### src/rtl/serial_pkg.sv
package serial_pkg;

  // Register byte addresses (word aligned)
  localparam logic [11:0] addr_control_status = 12'h098;
  localparam logic [11:0] addr_serial_buffer  = 12'h09c;
  localparam logic [11:0] addr_port_config    = 12'h0a0;

  localparam logic [7:0] control_status_reset = 8'h00;
  localparam logic [7:0] port_config_reset    = 8'h00;

  // Port configuration field positions
  localparam int cfg_rate_double  = 0;
  localparam int cfg_six_clock    = 1;
  localparam int cfg_timer2_sel   = 2;
  localparam int cfg_tx_busy      = 4;
  localparam int cfg_rx_busy      = 5;

  // Machine cycle phases: state n phase m is index 2*(n-1)+(m-1)
  localparam logic [3:0] ph_s1p1 = 4'h0;
  localparam logic [3:0] ph_s3p1 = 4'h4;
  localparam logic [3:0] ph_s5p2 = 4'h9;
  localparam logic [3:0] ph_s6p1 = 4'ha;
  localparam logic [3:0] ph_s6p2 = 4'hb;

  // Divide-by-16 counter states
  localparam logic [3:0] div_sample_a = 4'h7;
  localparam logic [3:0] div_sample_b = 4'h8;
  localparam logic [3:0] div_sample_c = 4'h9;
  localparam logic [3:0] div_rollover = 4'hf;

  // Shift register preloads
  localparam logic [7:0] rx_preload_shift = 8'hfe;
  localparam logic [8:0] rx_preload_async = 9'h1ff;

  // Fixed-rate mode oscillator clocks per 16x tick
  localparam logic [2:0] fixed_div_12clk = 3'h4;
  localparam logic [2:0] fixed_div_6clk  = 3'h2;

  localparam logic [1:0] htrans_nonseq = 2'b10;

  typedef enum logic [1:0] {
    mode_shift       = 2'b00,
    mode_uart8_var   = 2'b01,
    mode_uart9_fixed = 2'b10,
    mode_uart9_var   = 2'b11
  } serial_mode_t;

  typedef enum logic [1:0] {
    rx_hunt  = 2'b00,
    rx_sync  = 2'b01,
    rx_frame = 2'b10,
    rx_tail  = 2'b11
  } rx_state_t;

  typedef struct packed {
    logic mode_select_hi;
    logic mode_select_lo;
    logic multiproc_enable;
    logic rx_enable;
    logic tx_ninth_bit;
    logic rx_ninth_bit;
    logic tx_done_flag;
    logic rx_done_flag;
  } control_status_t;

endpackage

### src/rtl/serial_port.sv
`timescale 1ns/1ns

module serial_port (
  input  wire logic        hclk,
  input  wire logic        hresetn,
  input  wire logic        hsel,
  input  wire logic [31:0] haddr,
  input  wire logic [1:0]  htrans,
  input  wire logic        hwrite,
  input  wire logic [2:0]  hsize,
  input  wire logic [31:0] hwdata,
  input  wire logic        hready,
  output logic      [31:0] hrdata,
  output logic             hreadyout,
  output logic             hresp,
  input  wire logic        rxd_in,
  output logic             rxd_out,
  output logic             rxd_oe,
  output logic             txd,
  input  wire logic        timer1_overflow,
  input  wire logic        timer2_overflow
);

  ////////////////////////////////////////////////////////////////////////////////////////////
  serial_pkg::control_status_t serial_control_status;
  serial_pkg::serial_mode_t    mode;
  serial_pkg::rx_state_t       rx_state;
  logic [7:0]  port_config;
  logic [7:0]  rx_buffer;
  logic [3:0]  ph;
  logic [3:0]  next_ph;
  logic        six_clock;
  logic        async_mode;
  logic        nine_bit;
  logic        p_s1p1;
  logic        p_s5p2;
  logic        p_s6p2;
  logic        dp_valid;
  logic        dp_write;
  logic [11:0] dp_addr;
  logic        rd_pend;
  logic        wr_serial_control_status;
  logic        wr_serial_buffer;
  logic        wr_cfg;
  logic [2:0]  fixed_cnt;
  logic [2:0]  fixed_div;
  logic        t1_half;
  logic        tick;
  logic [8:0]  tx_sr;
  logic [3:0]  tx_div;
  logic        tx_roll;
  logic        tx_pending;
  logic        tx_wait;
  logic        tx_go;
  logic        tx_send;
  logic        tx_data;
  logic        tx_first;
  logic        tx_last;
  logic        tx_marker;
  logic        ti_set;
  logic [8:0]  rx_sr;
  logic [3:0]  rx_div;
  logic        rx_prev;
  logic        rx_smp;
  logic        rx_arm;
  logic        rx_last;
  logic        rx_first;
  logic        s_a;
  logic        s_b;
  logic        maj;
  logic        rx_bit_time;
  logic        rx_final;
  logic        ri_set;
  logic        rb_load;
  logic        rb_value;
  logic [7:0]  rx_word;

  ////////////////////////////////////////////////////////////////////////////////////////////
  // Machine cycle sequencing; in 6-clock mode each state lasts one clock
  assign mode       = serial_pkg::serial_mode_t'({serial_control_status.mode_select_hi, serial_control_status.mode_select_lo});
  assign async_mode = (mode != serial_pkg::mode_shift);
  assign nine_bit   = serial_control_status.mode_select_hi;
  assign six_clock  = port_config[serial_pkg::cfg_six_clock];

  function automatic logic at_ph(input logic [3:0] cur, input logic six, input logic [3:0] p);
    at_ph = six ? (cur == {p[3:1], 1'b0}) : (cur == p);
  endfunction

  function automatic logic [7:0] reverse8(input logic [7:0] v);
    for (int i = 0; i < 8; i++) begin
      reverse8[i] = v[7-i];
    end
  endfunction

  always_comb begin
    if (six_clock) begin
      next_ph = (ph >= serial_pkg::ph_s6p1) ? serial_pkg::ph_s1p1 : ph + 4'h2;
    end else begin
      next_ph = (ph == serial_pkg::ph_s6p2) ? serial_pkg::ph_s1p1 : ph + 4'h1;
    end
  end

  assign p_s1p1 = at_ph(ph, six_clock, serial_pkg::ph_s1p1);
  assign p_s5p2 = at_ph(ph, six_clock, serial_pkg::ph_s5p2);
  assign p_s6p2 = at_ph(ph, six_clock, serial_pkg::ph_s6p2);

  always_ff @(posedge hclk or negedge hresetn) begin
    if (!hresetn) begin
      ph <= serial_pkg::ph_s1p1;
    end else begin
      ph <= next_ph;
    end
  end

  ////////////////////////////////////////////////////////////////////////////////////////////
  // 16x bit-rate tick
  assign fixed_div = six_clock ?
                     (port_config[serial_pkg::cfg_rate_double] ? 3'h1 : serial_pkg::fixed_div_6clk) :
                     (port_config[serial_pkg::cfg_rate_double] ? serial_pkg::fixed_div_6clk :
                                                                 serial_pkg::fixed_div_12clk);

  always_ff @(posedge hclk or negedge hresetn) begin
    if (!hresetn) begin
      fixed_cnt <= 3'h0;
      t1_half   <= 1'b0;
    end else begin
      fixed_cnt <= (fixed_cnt >= fixed_div - 3'h1) ? 3'h0 : fixed_cnt + 3'h1;
      if (timer1_overflow) begin
        t1_half <= ~t1_half;
      end
    end
  end

  always_comb begin
    if (mode == serial_pkg::mode_uart9_fixed) begin
      tick = (fixed_cnt >= fixed_div - 3'h1);
    end else if (port_config[serial_pkg::cfg_timer2_sel]) begin
      tick = timer2_overflow;
    end else begin
      // Halving drops out with rate double set
      tick = timer1_overflow & (port_config[serial_pkg::cfg_rate_double] | t1_half);
    end
  end

  ////////////////////////////////////////////////////////////////////////////////////////////
  // AHB-Lite slave: writes zero wait, reads one wait so a preceding write is visible
  always_ff @(posedge hclk or negedge hresetn) begin
    if (!hresetn) begin
      dp_valid  <= 1'b0;
      dp_write  <= 1'b0;
      dp_addr   <= 12'h000;
      rd_pend   <= 1'b0;
      hreadyout <= 1'b1;
      hresp     <= 1'b0;
      hrdata    <= 32'h0000_0000;
    end else begin
      hresp <= 1'b0;
      if (hready && hsel && htrans[1]) begin
        dp_valid  <= 1'b1;
        dp_write  <= hwrite;
        dp_addr   <= haddr[11:0];
        rd_pend   <= ~hwrite;
        hreadyout <= hwrite;
      end else if (hready) begin
        dp_valid <= 1'b0;
        dp_write <= 1'b0;
      end
      if (rd_pend) begin
        rd_pend   <= 1'b0;
        hreadyout <= 1'b1;
        hrdata    <= 32'h0000_0000;
        if (dp_addr == serial_pkg::addr_control_status) begin
          hrdata[7:0] <= serial_control_status;
        end else if (dp_addr == serial_pkg::addr_serial_buffer) begin
          hrdata[7:0] <= rx_buffer;
        end else if (dp_addr == serial_pkg::addr_port_config) begin
          hrdata[7:0] <= port_config;
          hrdata[serial_pkg::cfg_tx_busy] <= tx_send | tx_pending | tx_wait | tx_go;
          hrdata[serial_pkg::cfg_rx_busy] <= (rx_state != serial_pkg::rx_hunt);
        end
      end
    end
  end

  assign wr_serial_control_status = dp_valid && dp_write && (dp_addr == serial_pkg::addr_control_status);
  assign wr_serial_buffer = dp_valid && dp_write && (dp_addr == serial_pkg::addr_serial_buffer);
  assign wr_cfg  = dp_valid && dp_write && (dp_addr == serial_pkg::addr_port_config);

  always_ff @(posedge hclk or negedge hresetn) begin
    if (!hresetn) begin
      port_config <= serial_pkg::port_config_reset;
    end else if (wr_cfg) begin
      port_config <= {5'h00, hwdata[2:0]};
    end
  end

  // Hardware set wins over a software clear in the same cycle
  always_ff @(posedge hclk or negedge hresetn) begin
    if (!hresetn) begin
      serial_control_status <= serial_pkg::control_status_reset;
    end else begin
      if (wr_serial_control_status) begin
        serial_control_status <= hwdata[7:0];
      end
      if (ti_set) begin
        serial_control_status.tx_done_flag <= 1'b1;
      end
      if (ri_set) begin
        serial_control_status.rx_done_flag <= 1'b1;
      end
      if (rb_load) begin
        serial_control_status.rx_ninth_bit <= rb_value;
      end
    end
  end

  ////////////////////////////////////////////////////////////////////////////////////////////
  // Transmitter
  assign tx_roll   = tick && (tx_div == serial_pkg::div_rollover);
  assign tx_marker = (tx_sr[8:2] == 7'h00) && tx_sr[1];
  // Before the first shift the 9-bit modes lack the stop bit, so a marker there is false
  assign ti_set    = (!async_mode && p_s1p1 && tx_last) ||
                     (async_mode && tx_roll && tx_send && tx_data &&
                      tx_marker && !tx_first);

  always_ff @(posedge hclk or negedge hresetn) begin
    if (!hresetn) begin
      tx_div <= 4'h0;
    end else if (tick) begin
      tx_div <= tx_div + 4'h1;
    end
  end

  always_ff @(posedge hclk or negedge hresetn) begin
    if (!hresetn) begin
      tx_sr      <= 9'h000;
      tx_pending <= 1'b0;
      tx_wait    <= 1'b0;
      tx_go      <= 1'b0;
      tx_send    <= 1'b0;
      tx_data    <= 1'b0;
      tx_first   <= 1'b0;
      tx_last    <= 1'b0;
    end else if (wr_serial_buffer) begin
      // Ninth position: marker 1, or the ninth data bit in 9-bit modes
      tx_sr      <= {nine_bit ? serial_control_status.tx_ninth_bit : 1'b1, hwdata[7:0]};
      tx_pending <= 1'b1;
    end else if (!async_mode) begin
      if (p_s6p2) begin
        if (tx_pending) begin
          tx_pending <= 1'b0;
          tx_wait    <= 1'b1;
        end
        if (tx_wait) begin
          tx_wait <= 1'b0;
          tx_go   <= 1'b1;
        end
        if (tx_send) begin
          tx_sr <= {1'b0, tx_sr[8:1]};
          if (tx_marker) begin
            tx_last <= 1'b1;
          end
        end
      end
      if (p_s1p1 && tx_go) begin
        tx_go   <= 1'b0;
        tx_send <= 1'b1;
      end
      if (p_s1p1 && tx_last) begin
        tx_send <= 1'b0;
        tx_last <= 1'b0;
      end
    end else if (tx_roll) begin
      if (!tx_send && tx_pending) begin
        tx_send    <= 1'b1;
        tx_pending <= 1'b0;
        tx_first   <= 1'b1;
      end else if (tx_send && !tx_data) begin
        tx_data <= 1'b1;
      end else if (tx_send) begin
        tx_sr    <= {tx_first & nine_bit, tx_sr[8:1]};
        tx_first <= 1'b0;
        if (tx_marker && !tx_first) begin
          tx_send <= 1'b0;
          tx_data <= 1'b0;
        end
      end
    end
  end

  ////////////////////////////////////////////////////////////////////////////////////////////
  // Receiver
  assign maj         = (s_a & s_b) | (s_a & rxd_in) | (s_b & rxd_in);
  assign rx_bit_time = tick && (rx_div == serial_pkg::div_sample_c) &&
                       (rx_state == serial_pkg::rx_frame);
  assign rx_final    = rx_bit_time && !rx_first && !rx_sr[8];
  assign rx_word     = reverse8(rx_sr[7:0]);
  // Store only into an empty buffer, and with multiproc on only for a set last bit
  assign rb_load     = async_mode && rx_final && !serial_control_status.rx_done_flag &&
                       (!serial_control_status.multiproc_enable || maj);
  assign rb_value    = maj;
  assign ri_set      = rb_load ||
                       (!async_mode && p_s1p1 && rx_last);

  always_ff @(posedge hclk or negedge hresetn) begin
    if (!hresetn) begin
      rx_buffer <= 8'h00;
    end else if (rb_load || (!async_mode && p_s1p1 && rx_last)) begin
      rx_buffer <= rx_word;
    end
  end

  always_ff @(posedge hclk or negedge hresetn) begin
    if (!hresetn) begin
      rx_state <= serial_pkg::rx_hunt;
      rx_sr    <= 9'h000;
      rx_div   <= 4'h0;
      rx_prev  <= 1'b1;
      rx_smp   <= 1'b1;
      rx_arm   <= 1'b0;
      rx_last  <= 1'b0;
      rx_first <= 1'b0;
      s_a      <= 1'b1;
      s_b      <= 1'b1;
    end else if (!async_mode) begin
      rx_prev <= 1'b1;
      if (p_s5p2) begin
        rx_smp <= rxd_in;
      end
      case (rx_state)
        serial_pkg::rx_hunt: begin
          if (p_s6p2) begin
            rx_arm <= serial_control_status.rx_enable && !serial_control_status.rx_done_flag;
            if (rx_arm && serial_control_status.rx_enable && !serial_control_status.rx_done_flag) begin
              rx_sr    <= {1'b1, serial_pkg::rx_preload_shift};
              rx_state <= serial_pkg::rx_sync;
              rx_arm   <= 1'b0;
            end
          end
        end
        serial_pkg::rx_sync: begin
          if (p_s6p2) begin
            rx_sr[7:0] <= {rx_sr[6:0], rx_smp};
            if (!rx_sr[7]) begin
              rx_last <= 1'b1;
            end
          end
          if (p_s1p1 && rx_last) begin
            rx_last  <= 1'b0;
            rx_state <= serial_pkg::rx_hunt;
          end
        end
        default: begin
          rx_state <= serial_pkg::rx_hunt;
        end
      endcase
    end else if (tick) begin
      rx_arm  <= 1'b0;
      rx_last <= 1'b0;
      rx_prev <= rxd_in;
      rx_div  <= rx_div + 4'h1;
      if (rx_div == serial_pkg::div_sample_a) begin
        s_a <= rxd_in;
      end
      if (rx_div == serial_pkg::div_sample_b) begin
        s_b <= rxd_in;
      end
      case (rx_state)
        serial_pkg::rx_hunt: begin
          if (serial_control_status.rx_enable && rx_prev && !rxd_in) begin
            rx_div   <= 4'h0;
            rx_sr    <= serial_pkg::rx_preload_async;
            rx_first <= 1'b1;
            rx_state <= serial_pkg::rx_frame;
          end
        end
        serial_pkg::rx_frame: begin
          if (rx_div == serial_pkg::div_sample_c) begin
            rx_first <= 1'b0;
            if (rx_first && maj) begin
              rx_state <= serial_pkg::rx_hunt;
            end else begin
              rx_sr <= {rx_sr[7:0], maj};
              if (!rx_first && !rx_sr[8]) begin
                // 9-bit modes still have a stop bit to let pass
                rx_state <= nine_bit ? serial_pkg::rx_tail : serial_pkg::rx_hunt;
              end
            end
          end
        end
        serial_pkg::rx_tail: begin
          if (rx_div == serial_pkg::div_sample_c) begin
            rx_state <= serial_pkg::rx_hunt;
          end
        end
        default: begin
          rx_state <= serial_pkg::rx_hunt;
        end
      endcase
    end
  end

  ////////////////////////////////////////////////////////////////////////////////////////////
  // Pins, registered; mode 0 shift clock low during S3 to S5
  always_ff @(posedge hclk or negedge hresetn) begin
    if (!hresetn) begin
      txd     <= 1'b1;
      rxd_out <= 1'b1;
      rxd_oe  <= 1'b0;
    end else if (!async_mode) begin
      if (tx_send || rx_state == serial_pkg::rx_sync) begin
        txd <= !((next_ph >= serial_pkg::ph_s3p1) && (next_ph <= serial_pkg::ph_s5p2));
      end else begin
        txd <= 1'b1;
      end
      rxd_oe  <= tx_send;
      rxd_out <= tx_send ? tx_sr[0] : 1'b1;
    end else begin
      rxd_oe  <= 1'b0;
      rxd_out <= 1'b1;
      txd     <= tx_send ? (tx_data ? tx_sr[0] : 1'b0) : 1'b1;
    end
  end

endmodule // serial_port

### config.mk
export PLATFORM = sky130hd
export DESIGN_NAME = serial_port
export DESIGN_NICKNAME = d
export VERILOG_FILES = /design/src/rtl/serial_pkg.sv /design/src/rtl/serial_port.sv
export SDC_FILE = /design/constraint.sdc
export NUM_CORES = 1
export LEC_CHECK = 0
export BUFFER_PORTS_ARGS = -buffer_cell sky130_fd_sc_hd__buf_2
export CAP_MARGIN = 20
export CORE_ASPECT_RATIO = 1.1
export CORE_MARGIN = 4
export CORE_UTILIZATION = 37
export CTS_BUF_LIST = sky130_fd_sc_hd__clkbuf_8
export DETAILED_ROUTE_END_ITERATION = 8
export PLACE_DENSITY = 0.65
export SLEW_MARGIN = 25
export SYNTH_ARGS = -nofsm -noshare
export SYNTH_HDL_FRONTEND = slang
export SYNTH_SLANG_ARGS = --single-unit
### constraint.sdc
create_clock -name hclk -period 3.34 [get_ports hclk]
set_clock_uncertainty 0.05 [all_clocks]
set_input_delay 0.501 -clock hclk [delete_from_list [all_inputs] [get_ports hclk]]
set_output_delay 0.501 -clock hclk [all_outputs]
set_load 0.03 [all_outputs]
Yosys cells after proc, flatten, opt, wreduce, memory -nomap -nowiden
Index checks and enable logic that the tools add are counted.
- add/sub/neg operators: 6
- magnitude comparators: 4
- eq/ne operators: 37
- multiplexer cells: 110
- bitwise operators: 16
- reductions and logical operators: 98
- operators with widths (kind ; number):
    9-bit 2-to-1 mux ; 15
    1-bit 2-to-1 mux ; 65
    2-bit nonzero test ; 20
    1-bit logical AND ; 37
    12-bit by 8-bit == test with 1-bit output, second input constant ; 3
    3-bit != test, second input constant ; 11
    4-bit == test, second input constant ; 7
    2-bit 2-to-1 mux ; 12
    8-bit 2-to-1 mux ; 3
    4-bit 2-to-1 mux ; 5
    9-bit one-hot mux with 2 select lines ; 1
    8-bit one-hot mux with 2 select lines ; 1
    8-bit AND reduction ; 2
    3-bit AND reduction ; 5
    5-bit AND reduction ; 3
    3-bit nonzero test ; 5
    4-bit by 1-bit adder with 4-bit output, second input constant ; 3
    3-bit 2-to-1 mux ; 4
    3-bit by 1-bit != test with 1-bit output, second input constant ; 4
    4-bit AND reduction ; 3
    6-bit AND reduction ; 2
    1-bit zero test ; 10
    9-bit AND reduction ; 1
    7-bit zero test ; 1
    26 further kinds ; 48
- register bits after elaboration: 96
- input port bits: 77
- output and inout bits: 37
- logic and storage cells: 313

Depth between registers and ports, before layout
Gate-level depths: netlist of the first run.
- depth in word-level cells: 14
- gate-level depth with buffers: 10
- depth with buffers taken out: 8

Least setup slack after synthesis of the first run
Ideal clock, no wire load.
- kind: reg-to-reg
- from: register port_config[1]
- to: register rx_state[0]
- library setup time: 125 ps
- data arrival time: 2482 ps
- required time: 3165 ps
- slack: 683 ps
- stages on the path, launching flop included: 9
- path buffers: 1
- period minus slack after synthesis: 2657 ps
- path through: dfrtp_1 > clkbuf_1 > or2_2 > ha_1 > nand2_1 > o21ai_4 > o211ai_4 > or4_4 > mux2_4
- cells in the longest elaborated chain, start to end: 6
- elaborated cells between the ends (all ways): 8
- classes of those cells: 1 x add/sub; 1 x order compare; 2 x eq/ne; 3 x mux; 1 x reduce/logical
- RTL lines (what ; line ; source):
    start, declared ; serial_port.sv:28 ; logic [7:0] port_config;
    start signal, assigned ; serial_port.sv:191 ; port_config <= serial_pkg::port_config_reset;
    start signal, assigned ; serial_port.sv:193 ; port_config <= {5'h00, hwdata[2:0]};
    3-bit 2-to-1 mux ; serial_port.sv:117 ; assign fixed_div = six_clock ?
    3-bit by 1-bit subtractor with 3-bit output ; serial_port.sv:136 ; tick = (fixed_cnt >= fixed_div - 3'h1);
    3-bit greater-or-equal comparator ; serial_port.sv:136 ;
    1-bit 2-to-1 mux ; serial_port.sv:135 ; if (mode == serial_pkg::mode_uart9_fixed) begin
    2-bit by 1-bit != test with 1-bit output (no line) ; n/a ;
    8-bit AND reduction (no line) * ; n/a ;
    end signal, assigned ; serial_port.sv:315 ; rx_state <= serial_pkg::rx_hunt;
    end signal, assigned ; serial_port.sv:336 ; rx_state <= serial_pkg::rx_sync;
    end signal, assigned ; serial_port.sv:350 ; rx_state <= serial_pkg::rx_hunt;
    end, declared ; serial_port.sv:27 ; serial_pkg::rx_state_t rx_state;
Every way passes the cells marked *; elsewhere a longest branch is shown, timed or not.
A chain may end at the register's enable or synchronous reset.

Final worst setup path of the first run
- from: register port_config[0]
- to: register rx_buffer[5]
- cells in the longest elaborated chain, start to end: 13
- elaborated cells between the ends (all ways): 17
- classes of those cells: 1 x add/sub; 1 x order compare; 5 x mux; 2 x bitwise; 8 x reduce/logical
- RTL lines (what ; line ; source):
    2-bit 2-to-1 mux or 3-bit 2-to-1 mux (tied branches) ; serial_port.sv:118, serial_port.sv:119 ;
    3-bit 2-to-1 mux ; serial_port.sv:117 ;
    3-bit by 1-bit subtractor with 3-bit output ; serial_port.sv:136 ;
    3-bit greater-or-equal comparator ; serial_port.sv:136 ;
    1-bit 2-to-1 mux * ; serial_port.sv:135 ;
    1-bit logical AND * (2 in series) ; serial_port.sv:294 ; assign rx_bit_time = tick && (rx_div == serial_pkg::div_sample_c) &&
    1-bit logical AND * (2 in series) ; serial_port.sv:296 ; assign rx_final = rx_bit_time && !rx_first && !rx_sr[8];
    1-bit logical AND * (3 in series) ; serial_port.sv:299 ; assign rb_load = async_mode && rx_final && !serial_control_status.rx_done_flag &&
    1-bit logical OR * ; serial_port.sv:308 ; end else if (rb_load || (!async_mode && p_s1p1 && rx_last)) begin
    end signal, assigned ; serial_port.sv:309 ; rx_buffer <= rx_word;
    end, declared ; serial_port.sv:29 ; logic [7:0] rx_buffer;
Marks and branches as above.

==> flow_summary.toml, run 1 <==
[logic_synthesis]
synth_cell_type_count = 74
synth_flop_cell = "dfrtp_1"
avgSynthCellArea_um2 = 10.7
seq_area_frac_synth_pct = 46.8
yosysWarnings = 0
synth_seq_cells = 96
async_reset_ff_share_pct = 100
synthesis.area_um2 = 5150
synth_cells = 483
synth_edf_count = 0

[critical_path]
critical_path.max_stage_delay_ns = 0.49
cp-start-kind = "register"
cp.arrival_ns = 3.04
regToRegSetupSlack_ns = 0.51
startpoint = "port_config[0]$_DFFE_PN0P_"
r2r_cells = 9
crit_path_end_kind = "register"
cpMaxStageDelayCell = "dfrtp_1"
path_max_fanout = 9
critPathCapture = "rx_buffer[5]$_DFFE_PN0P_"
path_cells = "or2_2 > ha_1 > nand2_1 > o21ai_4 > mux2i_2 > nor3_2 > a21o_1 > buf_4 > mux2_4"
worstPathRequired_ns = 3.55
reg2reg_from = "port_config[0]$_DFFE_PN0P_"
crit_type = "register to register"
r2r-end = "rx_buffer[5]$_DFFE_PN0P_"

[final_layout]
nNetsFinal = 609
layout-drive-gt1-share_pct = 25.1
nFillCells = 1308
postLayoutCellArea_um2 = 5630
final_util_pct = 41.9
antenna_cells = 0
area_growth_pct = 9.27

[sta]
maxSlewHeadroom_pct = 42.4
fin_crit_ns = 2.83
timing.final.crit_share_pct = 84.7
hold_viol_final = 0
slew_viol_final = 0
tns_ns = 0
grt_setup_unrepaired = "no"
worst_pin_slew_ns = 0.864
setup_ws_ns = 0.513
setup_viol = 0
timing.fmax_mhz = 354

[drt]
dr.pass1.iters = 4
routedWlPerCell_um = 16.0
top_layer_used = "met4"
drc_errors = 0
via_count = 3675
routed_via_density = 5.18
wl_met2_um = 5540
wl_met3_um = 577
m1WireLength_um = 5070
drt_iter0_drc = 249
final_antenna_net_count = 0
wirelength_um = 11300

[grt]
track_usage_pct = 14.6
grt_overflow_total = 0
grt_pass1_vias = 3615
grt_max_degree = 57
grt_first_pass_wirelength_um = 18700
antenna_found_initial = 0

[power]
pwr_density_cell_nw_per_um2 = 562
p_leak_nw = 2.53
power_mw = 3.17
ir_worst_vdd_mv = 0.317

[placed_design]
port_buffers = 40
dpl_cell_area_um2 = 5440
dpl_worst_slack_ns = 0.524
place_congestion = 0.826
dp_hpwl_um = 8090

[hold_path]
hp-class = "primary input to async pin"

[cts]
cts_resized = 0
cts_tree = "done"
cts_made_buffers = 9
cts_hold_buffers = 0
path_clk_slew_ns = 0.09
htreeDepth = 3
clk_path_buf_depth = 2
root_buffer = "clkbuf_8"
post_cts_buffers = 0
clock_latency_ns = 0.38
cts_sinks = 96

[die]
dieWidth_um = 121
dieArea_um2 = 15900
core_um2 = 13400
pin_count = 114
num_rows = 44
die_y_um = 132
start_util_pct = 38.4

[flow_run]
maxCapViolCount = 0

[run_status]
status = "finished, final reports clean"
## cells in the mapped netlist, types with 3 or more instances
cell      number  area share, %
or3_1         10            1.2
a21oi_1       22            2.1
mux2_2        32            7.0
nand3_1       16            1.6
clkbuf_1      12           0.87
mux2i_1       14            2.7
dfrtp_1       89             43
nand4_1        5           0.61
buf_4         25            3.6
nor2_1        32            2.3
ha_1          12            2.9
a31oi_1        5           0.61
inv_1         14            1.0
mux2_4        10            2.9
nor2_4         3           0.66
xnor2_1        5           0.85
o22a_1         8            1.4
nor3_1         8           0.78
nand3b_1       7            1.0
nand2b_1       6           0.73
o21ai_0       28            2.7
nand2_1       44            3.2
nor2b_1        5           0.61
dfstp_2        7            3.6
buf_6          3           0.66
## area by class of cell
type	count	area (um2)	area share (%)
Sequential cell	96	2410	42.8
Multi-Input combinational cell	354	2500	44.4
Inverter	14	52.6	0.933
Timing Repair Buffer	45	240	4.26
Tap cell	184	230	4.09
Clock buffer	10	138	2.44
Clock inverter	6	60.1	1.07
## cells by family (layout without fill, tap and decap cells)
logic type               after synthesis  count (layout)  share of synthesized area (%)
adder cells (fa/ha/maj)               13              13                           3.13
other                                  2              26                          0.146
XOR/XNOR                               6               6                           1.02
multiplexers                          58              58                           13.1
buffers and inverters                 57              75                           6.46
flip-flops                            96              96                           46.8
AO/OA/AOI/OAI                         92              92                           12.3
AND/OR/NAND/NOR                      159             159                           17.1
## how the worst min path moves through the flow
| stage | startpoint | endpoint | cells after the start |
|---|---|---|---|
| 2_1_floorplan | hresetn | dp_addr[0]$_DFFE_PN0P_ | 0 |
| 3_3_place_gp | fixed_cnt[0]$_DFF_PN0_ | fixed_cnt[0]$_DFF_PN0_ | 1 |
| 3_5_place_dp | fixed_cnt[0]$_DFF_PN0_ | fixed_cnt[0]$_DFF_PN0_ | 1 |
| 4_1_cts | hresetn | rx_last$_DFFE_PN0P_ | 1 |
| 5_1_grt | hresetn | dp_addr[2]$_DFFE_PN0P_ | 1 |
| 6_report | hresetn | rx_div[0]$_DFFE_PN0P_ | 1 |
## through the flow
stage / hold slack [ns] / cells
6_report: 0.122 / 709
5_1_grt: 0.174 / 709
4_1_cts: 0.145 / 709
3_5_place_dp: 0.409 / 693
3_3_place_gp: 0.402 / 693
2_1_floorplan: 0.155 / 507
## report_power, final
part	switching (mW)	internal, mW
clock	0.412	0.366
sequential	0.215	1.39
combinational	0.458	0.328
total	1.09	2.08
## state kept, by name (all words and copies together) (netlist names), 2 cells and up
signal,count
port_config,3
dp_addr,12
tx_sr,9
rx_sr,9
serial_control_status,6
ph,4
rx_buffer,8
tx_div,4
hrdata,8
rx_div,4
fixed_cnt,3
rx_state,2
## routing by layer
layer / global-route usage [%] / vias to the layer above
met3: 3.43 / 11
met1: 19.6 / 1816
met4: 4.09 / 0
met2: 23.8 / 107
li1: - / 1741
met5: 0 / -
## worst max-delay path, delay by kind of cell, from the launching register on
family / cells / cell delay (ns)
adder cells (fa/ha/maj): 1 / 0.28
buffers and inverters: 1 / 0.21
flip-flops: 1 / 0.49
AO/OA/AOI/OAI: 2 / 0.45
multiplexers: 2 / 0.54
AND/OR/NAND/NOR: 3 / 0.69
## cell usage in the layout (no fill, tap or decap), drive strengths merged, types with 2 or more instances in the layout
cell type and count:
a31oi 5, nand3 16, dfrtp 89, mux2i 15, nand4b 2, ha 12
a21oi 22, o211ai 3, nor4 5, nand2 45, mux2 43, xnor2 5
dfstp 7, a211oi 2, or4 2, nand4 5, nand2b 6, nor2b 5
or3 10, nand3b 8, a22oi 2, nor4b 2, o31ai 2, clkbuf 10
conb 26, and2 2, o22a 8, o21ai 33, o31a 2, buf 45
or2 2, inv 18, nor3 9, and3 2, nor2 35, a32o 2
Note: power is estimated with default switching activity, not from simulation.
==> inputs of run 2 (changes only) <==
Clock period 3.34 ns to 2.7 ns, I/O delays scaled along.
==> flow_summary.toml, run 2 (synthesized netlist as in run 1, its figures left out) <==
[critical_path]
path_max_fanout = 9
cpMaxStageDelayCell = "or4_4"
critical_path.max_stage_delay_ns = 0.59
worstPathRequired_ns = 2.90
path_cells = "or2_2 > ha_1 > nand2_1 > o21ai_4 > o211ai_4 > or4_4 > mux2_4"
path_buf_inv = 0
crit_type = "register to register"
cp.arrival_ns = 2.75
cp-start-kind = "register"
crit_path_end_kind = "register"
crit_family = "simple AND/OR/NAND/NOR gates"

[die]
num_rows = 44
die_y_um = 132
core_um2 = 13400
pin_count = 114
dieArea_um2 = 15900
start_util_pct = 38.4
dieWidth_um = 121

[final_layout]
final_cell_mix = "dfrtp_1, nand2_1, buf_2"
top_regs = "dp_addr x12, rx_sr x9, tx_sr x9"
largest_register_ffs = 12
layout.cells.non_filler = 724
area_growth_pct = 12.4
layout-drive-gt1-share_pct = 27.6
nNetsFinal = 624
largest_register = "dp_addr"
final_common_cell = "dfrtp_1"
antenna_cells = 0

[cts]
cts_sinks = 96
clk_path_buf_depth = 2
root_buffer = "clkbuf_8"
post_cts_buffers = 0
htreeDepth = 3
clock_latency_ns = 0.37
cts_tree = "done"
cts_made_buffers = 9
path_clk_slew_ns = 0.10

[sta]
setup_viol = 0
timing.fmax_mhz = 392
slew_viol_final = 0
maxSlewHeadroom_pct = 54.5
worst_pin_slew_ns = 0.678
timing.final.crit_share_pct = 94.4
hold_viol_final = 0
tns_ns = 0
fin_crit_ns = 2.55
grt_setup_unrepaired = "no"

[grt]
grt_overflow_total = 0
track_usage_pct = 15.1
grt_max_degree = 47
antenna_found_initial = 0
grt_first_pass_wirelength_um = 19400
grt_pass1_vias = 3795

[drt]
final_antenna_net_count = 0
routed_via_density = 5.12
dr.pass1.iters = 4
via_count = 3708
wirelength_um = 11500
drc_errors = 0
drt_iter0_drc = 188
routedWlPerCell_um = 15.9

[run_status]
status = "finished, final reports clean"

[flow_run]
maxCapViolCount = 0

[power]
pwr-share-comb_pct = 24.4
pwr_density_cell_nw_per_um2 = 713
p_seq_share_pct = 47.9
switching_share_pct = 33.0
p_sw_mw = 1.36
p_int_mw = 2.77
power.share.clock_pct = 27.6
ir_worst_vdd_mv = 0.311
p_leak_nw = 2.60

[placed_design]
dp_cells = 707
dp_hpwl_um = 8520
place_congestion = 0.832
port_buffers = 40

[hold_path]
hp-class = "primary input to register"
[run 2: cell types whose count changed in the layout (fill, tap and decap cells not counted)]
cell / before / now
inv_1: 16 / 14
a21o_2: 0 / 1
clkinvlp_4: 0 / 2
dlygate4sd3_1: 0 / 1
inv_6: 2 / 1
a21o_1: 1 / 0
bufinv_16: 1 / 3
buf_4: 6 / 20
clkbuf_8: 10 / 9
[run 2: worst register-to-register path, stage by stage (launching register included)]
cell,delay (ns)
dfrtp_1,0.38
or2_2,0.31
ha_1,0.28
nand2_1,0.08
o21ai_4,0.26
o211ai_4,0.19
or4_4,0.59
mux2_4,0.31
[run 2: stage by stage]
stage | utilization, % | setup slack (ns) | instance area (um2) | hold WS [ns] | total power, mW
after global placement | 41.2 | 0.0716 | 5540 | 0.402 | 2.97
after detailed placement | 41.2 | 0.0671 | 5540 | 0.405 | 3.03
after CTS | 43.1 | 0.0291 | 5790 | 0.131 | 4.17
after floorplan | - | 0.0430 | 5250 | 0.0594 | 2.73
after global routing | 43.1 | 0.0153 | 5790 | 0.142 | 4.39
final | 43.1 | 0.152 | 5790 | 0.143 | 4.13
[run 2: power by group through the flow]
| stage | sequential [mW] | clock (mW) | combinational [mW] |
|---|---|---|---|
| 2_1_floorplan | 1.99 | 0 | 0.739 |
| 3_3_place_gp | 1.99 | 0 | 0.984 |
| 3_5_place_dp | 2.01 | 0 | 1.02 |
| 4_1_cts | 1.98 | 1.16 | 1.02 |
| 5_1_grt | 2.02 | 1.22 | 1.14 |
| 6_report | 1.98 | 1.14 | 1.01 |
[run 2: final cells by class]
type                       count  area, um2
multi-input combinational    354       2500
fill                        1272       7640
sequential                    96       2410
timing repair buffer          60        355
tap                          184        230
clock buffer                   9        124
inverter                      14       52.6
clock inverter                 7        119
[run 2: path summary, 6_finish.rpt]
kind	start	endpoint	slack, ns	cells past startpoint
max	port_config[1]$_DFFE_PN0P_	rx_state[1]$_DFFE_PN0P_	0.15	7
min	hwrite	rd_pend$_DFF_PN0_	0.14	2
max reg2reg	port_config[1]$_DFFE_PN0P_	rx_state[1]$_DFFE_PN0P_	0.15	7
min reg2reg	fixed_cnt[0]$_DFF_PN0_	fixed_cnt[0]$_DFF_PN0_	0.42	1
max in group asynchronous	hresetn	rxd_out$_DFF_PN1_	1.31	3
min in group asynchronous	hresetn	rx_sr[3]$_DFFE_PN0P_	0.53	2
[run 2: timing repair]
item | 4_1_cts | 5_1_grt
hold endpoints to repair | 18 | 0
resized for setup | 0 | 1
setup endpoints to repair | 0 | 8
hold buffers | 1 | 0
[run 2: routing by layer]
layer  wire length [um]  up-vias  global-route usage, %
li1                   -     1777                      -
met1               5190     1813                   20.1
met2               5580      102                   24.6
met3                563       16                   3.22
met4                173        0                   4.53
met5                  0        -                      0
==> inputs of run 3 (changes only) <==
Settings changed: ABC_AREA set to 1.
==> flow_summary.toml, run 3 <==
[run_status]
status = "finished, final reports clean"

[cts]
root_buffer = "clkbuf_8"
cts_sinks = 96
cts_tree = "done"
post_cts_buffers = 0
cts_resized = 0
clock_latency_ns = 0.37
path_clk_slew_ns = 0.10
cts_hold_buffers = 0
cts_made_buffers = 9
htreeDepth = 3
clk_path_buf_depth = 2

[critical_path]
crit_path_end_kind = "register"
startpoint = "port_config[1]$_DFFE_PN0P_"
r2r_cells = 10
r2r-end = "tx_sr[8]$_DFFE_PN0P_"
regToRegSetupSlack_ns = 0.48
cp.arrival_ns = 2.49
path_cells = "inv_1 > nand2_1 > ha_1 > a21oi_1 > nand3b_4 > nand3_1 > nand3_2 > nand3_2 > nand2_1 > nand2_1"
critical_path.max_stage_delay_ns = 0.50
cp.depth = 10
path_buf_inv = 1
reg2reg_from = "port_config[1]$_DFFE_PN0P_"
cpMaxStageDelayCell = "dfrtp_1"
crit_family = "simple AND/OR/NAND/NOR gates"
worstPathRequired_ns = 2.97
cp-start-kind = "register"
path_common_cell = "nand2_1"
crit_type = "register to register"
path_max_fanout = 11
critPathCapture = "tx_sr[8]$_DFFE_PN0P_"

[drt]
wirelength_um = 12100
via_count = 4512
drt_iter0_drc = 294
dr.pass1.iters = 5
final_antenna_net_count = 0
routed_via_density = 4.70
routedWlPerCell_um = 12.6
drc_errors = 0

[sta]
hold_viol_final = 0
tns_ns = 0
fin_crit_ns = 2.22
grt_setup_unrepaired = "no"
slew_viol_final = 0
worst_pin_slew_ns = 0.690
setup_ws_ns = 0.477
maxSlewHeadroom_pct = 53.7
timing.fmax_mhz = 450
setup_viol = 0
timing.final.crit_share_pct = 82.3

[final_layout]
top_regs = "dp_addr x12, rx_sr x9, tx_sr x9"
layout-drive-gt1-share_pct = 12.9
final_common_cell = "nand2_1"
largest_register_ffs = 12
antenna_cells = 0
nFillCells = 1534
postLayoutCellArea_um2 = 6010
nNetsFinal = 852
area_growth_pct = 10.4
largest_register = "dp_addr"
final_util_pct = 41.6
final_cell_mix = "nand2_1, inv_1, dfrtp_1"

[grt]
grt_overflow_total = 0
grt_max_degree = 51
track_usage_pct = 15.6
antenna_found_initial = 0
grt_pass1_vias = 4280
grt_first_pass_wirelength_um = 21000

[power]
p_leak_nw = 3.16
pwr_density_cell_nw_per_um2 = 743
ir_worst_vdd_mv = 0.283

[logic_synthesis]
seq_area_frac_synth_pct = 44.3
synth_cell_type_count = 40
synthTopCellsByCount = "nand2_1, inv_1, dfrtp_1, nand3_1, nor2_1"
synthesis.area_um2 = 5450
avgSynthCellArea_um2 = 7.60
synth_top_cell_area_share_pct = 40.9
yosysWarnings = 0
synth_flop_cell = "dfrtp_1"
synth_edf_count = 0
synth.most_common_cell = "nand2_1"
ys_top_cells_by_area = "dfrtp_1, nand2_1, inv_1, nand3_1, buf_4"
synth_cells = 717
synth_seq_cells = 96
yosys.area.top_type = "dfrtp_1"
async_reset_ff_share_pct = 100

[die]
core_um2 = 14400
pin_count = 114
dieWidth_um = 124
dieArea_um2 = 16700
start_util_pct = 37.7
num_rows = 46
die_y_um = 135

[placed_design]
dpl_cell_area_um2 = 5790
port_buffers = 40
place_congestion = 0.822
dp_hpwl_um = 9000
dpl_worst_slack_ns = 0.478

[hold_path]
hp-class = "primary input to async pin"

[flow_run]
maxCapViolCount = 0
run 3: cell types whose count changed in the layout (fill, tap and decap cells not counted), moves of 9 or more:
cell,delta
nand3_1,+35
mux2_2,-32
mux2_4,-10
nand2_1,+188
or3_1,-10
inv_1,+76
buf_4,-9
mux2i_1,-14
nor2_1,+14
nand4_1,+26
a21oi_1,-11
run 3: power by group:
group	leakage [nW]	switching (mW)	total, mW	internal, mW
registers	1.18	0.271	2.01	1.74
logic	1.86	0.906	1.39	0.485
clock network	0.110	0.536	1.07	0.531
total	3.16	1.71	4.47	2.76
run 3: worst min-delay path by stage:
stage,from,end,depth (start not counted)
final,hresetn,tx_sr[7]$_DFFE_PN0P_,1
after global routing,hresetn,hrdata[6]$_DFFE_PN0P_,1
after detailed placement,hrdata[4]$_DFFE_PN0P_,hrdata[4]$_DFFE_PN0P_,2
after CTS,hresetn,tx_send$_DFFE_PN0P_,1
after floorplan,hresetn,dp_addr[0]$_DFFE_PN0P_,0
after global placement,tx_sr[0]$_DFFE_PN0P_,tx_sr[0]$_DFFE_PN0P_,2
run 3: worst register-to-register path, stage by stage, from the launching register on:
cell	delay (ns)
dfrtp_1	0.50
inv_1	0.11
nand2_1	0.06
ha_1	0.17
a21oi_1	0.27
nand3b_4	0.15
nand3_1	0.17
nand3_2	0.26
nand3_2	0.27
nand2_1	0.08
nand2_1	0.07
run 3: logic make-up (layout without fill, tap and decap cells):
| group | count (synthesis) | count (layout) | synth area share, % |
|---|---|---|---|
| buffers and inverters | 134 | 161 | 11.5 |
| adder cells (fa/ha/maj) | 12 | 12 | 2.76 |
| AO/OA/AOI/OAI | 71 | 71 | 7.46 |
| AND/OR/NAND/NOR | 396 | 396 | 33.0 |
| other | 2 | 26 | 0.138 |
| flip-flops | 96 | 96 | 44.3 |
| XOR/XNOR | 6 | 6 | 0.965 |
run 3: layout make-up:
cell class	count	area, um2	share of cell area, %
clock buffers	9	124	2.06
clock inverters	7	103	1.71
inverters	95	357	5.93
multi-input cells	511	2500	41.6
flip-flops and latches	96	2410	40.1
well taps	192	240	3.99
repair buffers	50	278	4.62
run 3: through the flow:
stage	hold WS, ns	std cells	total power, mW
2_1_floorplan	0.0594	741	3.10
3_3_place_gp	0.411	944	3.41
3_5_place_dp	0.414	944	3.44
4_1_cts	0.0284	960	4.51
5_1_grt	0.0509	960	4.87
6_report	0.0198	960	4.47
run 3: per-layer routing:
metal	GRT usage (%)	up-vias	wire length [um]
met3	2.30	19	507
met1	22.7	2048	5860
met4	4.86	0	227
met5	0	-	0
met2	24.0	111	5530
li1	-	2334	-
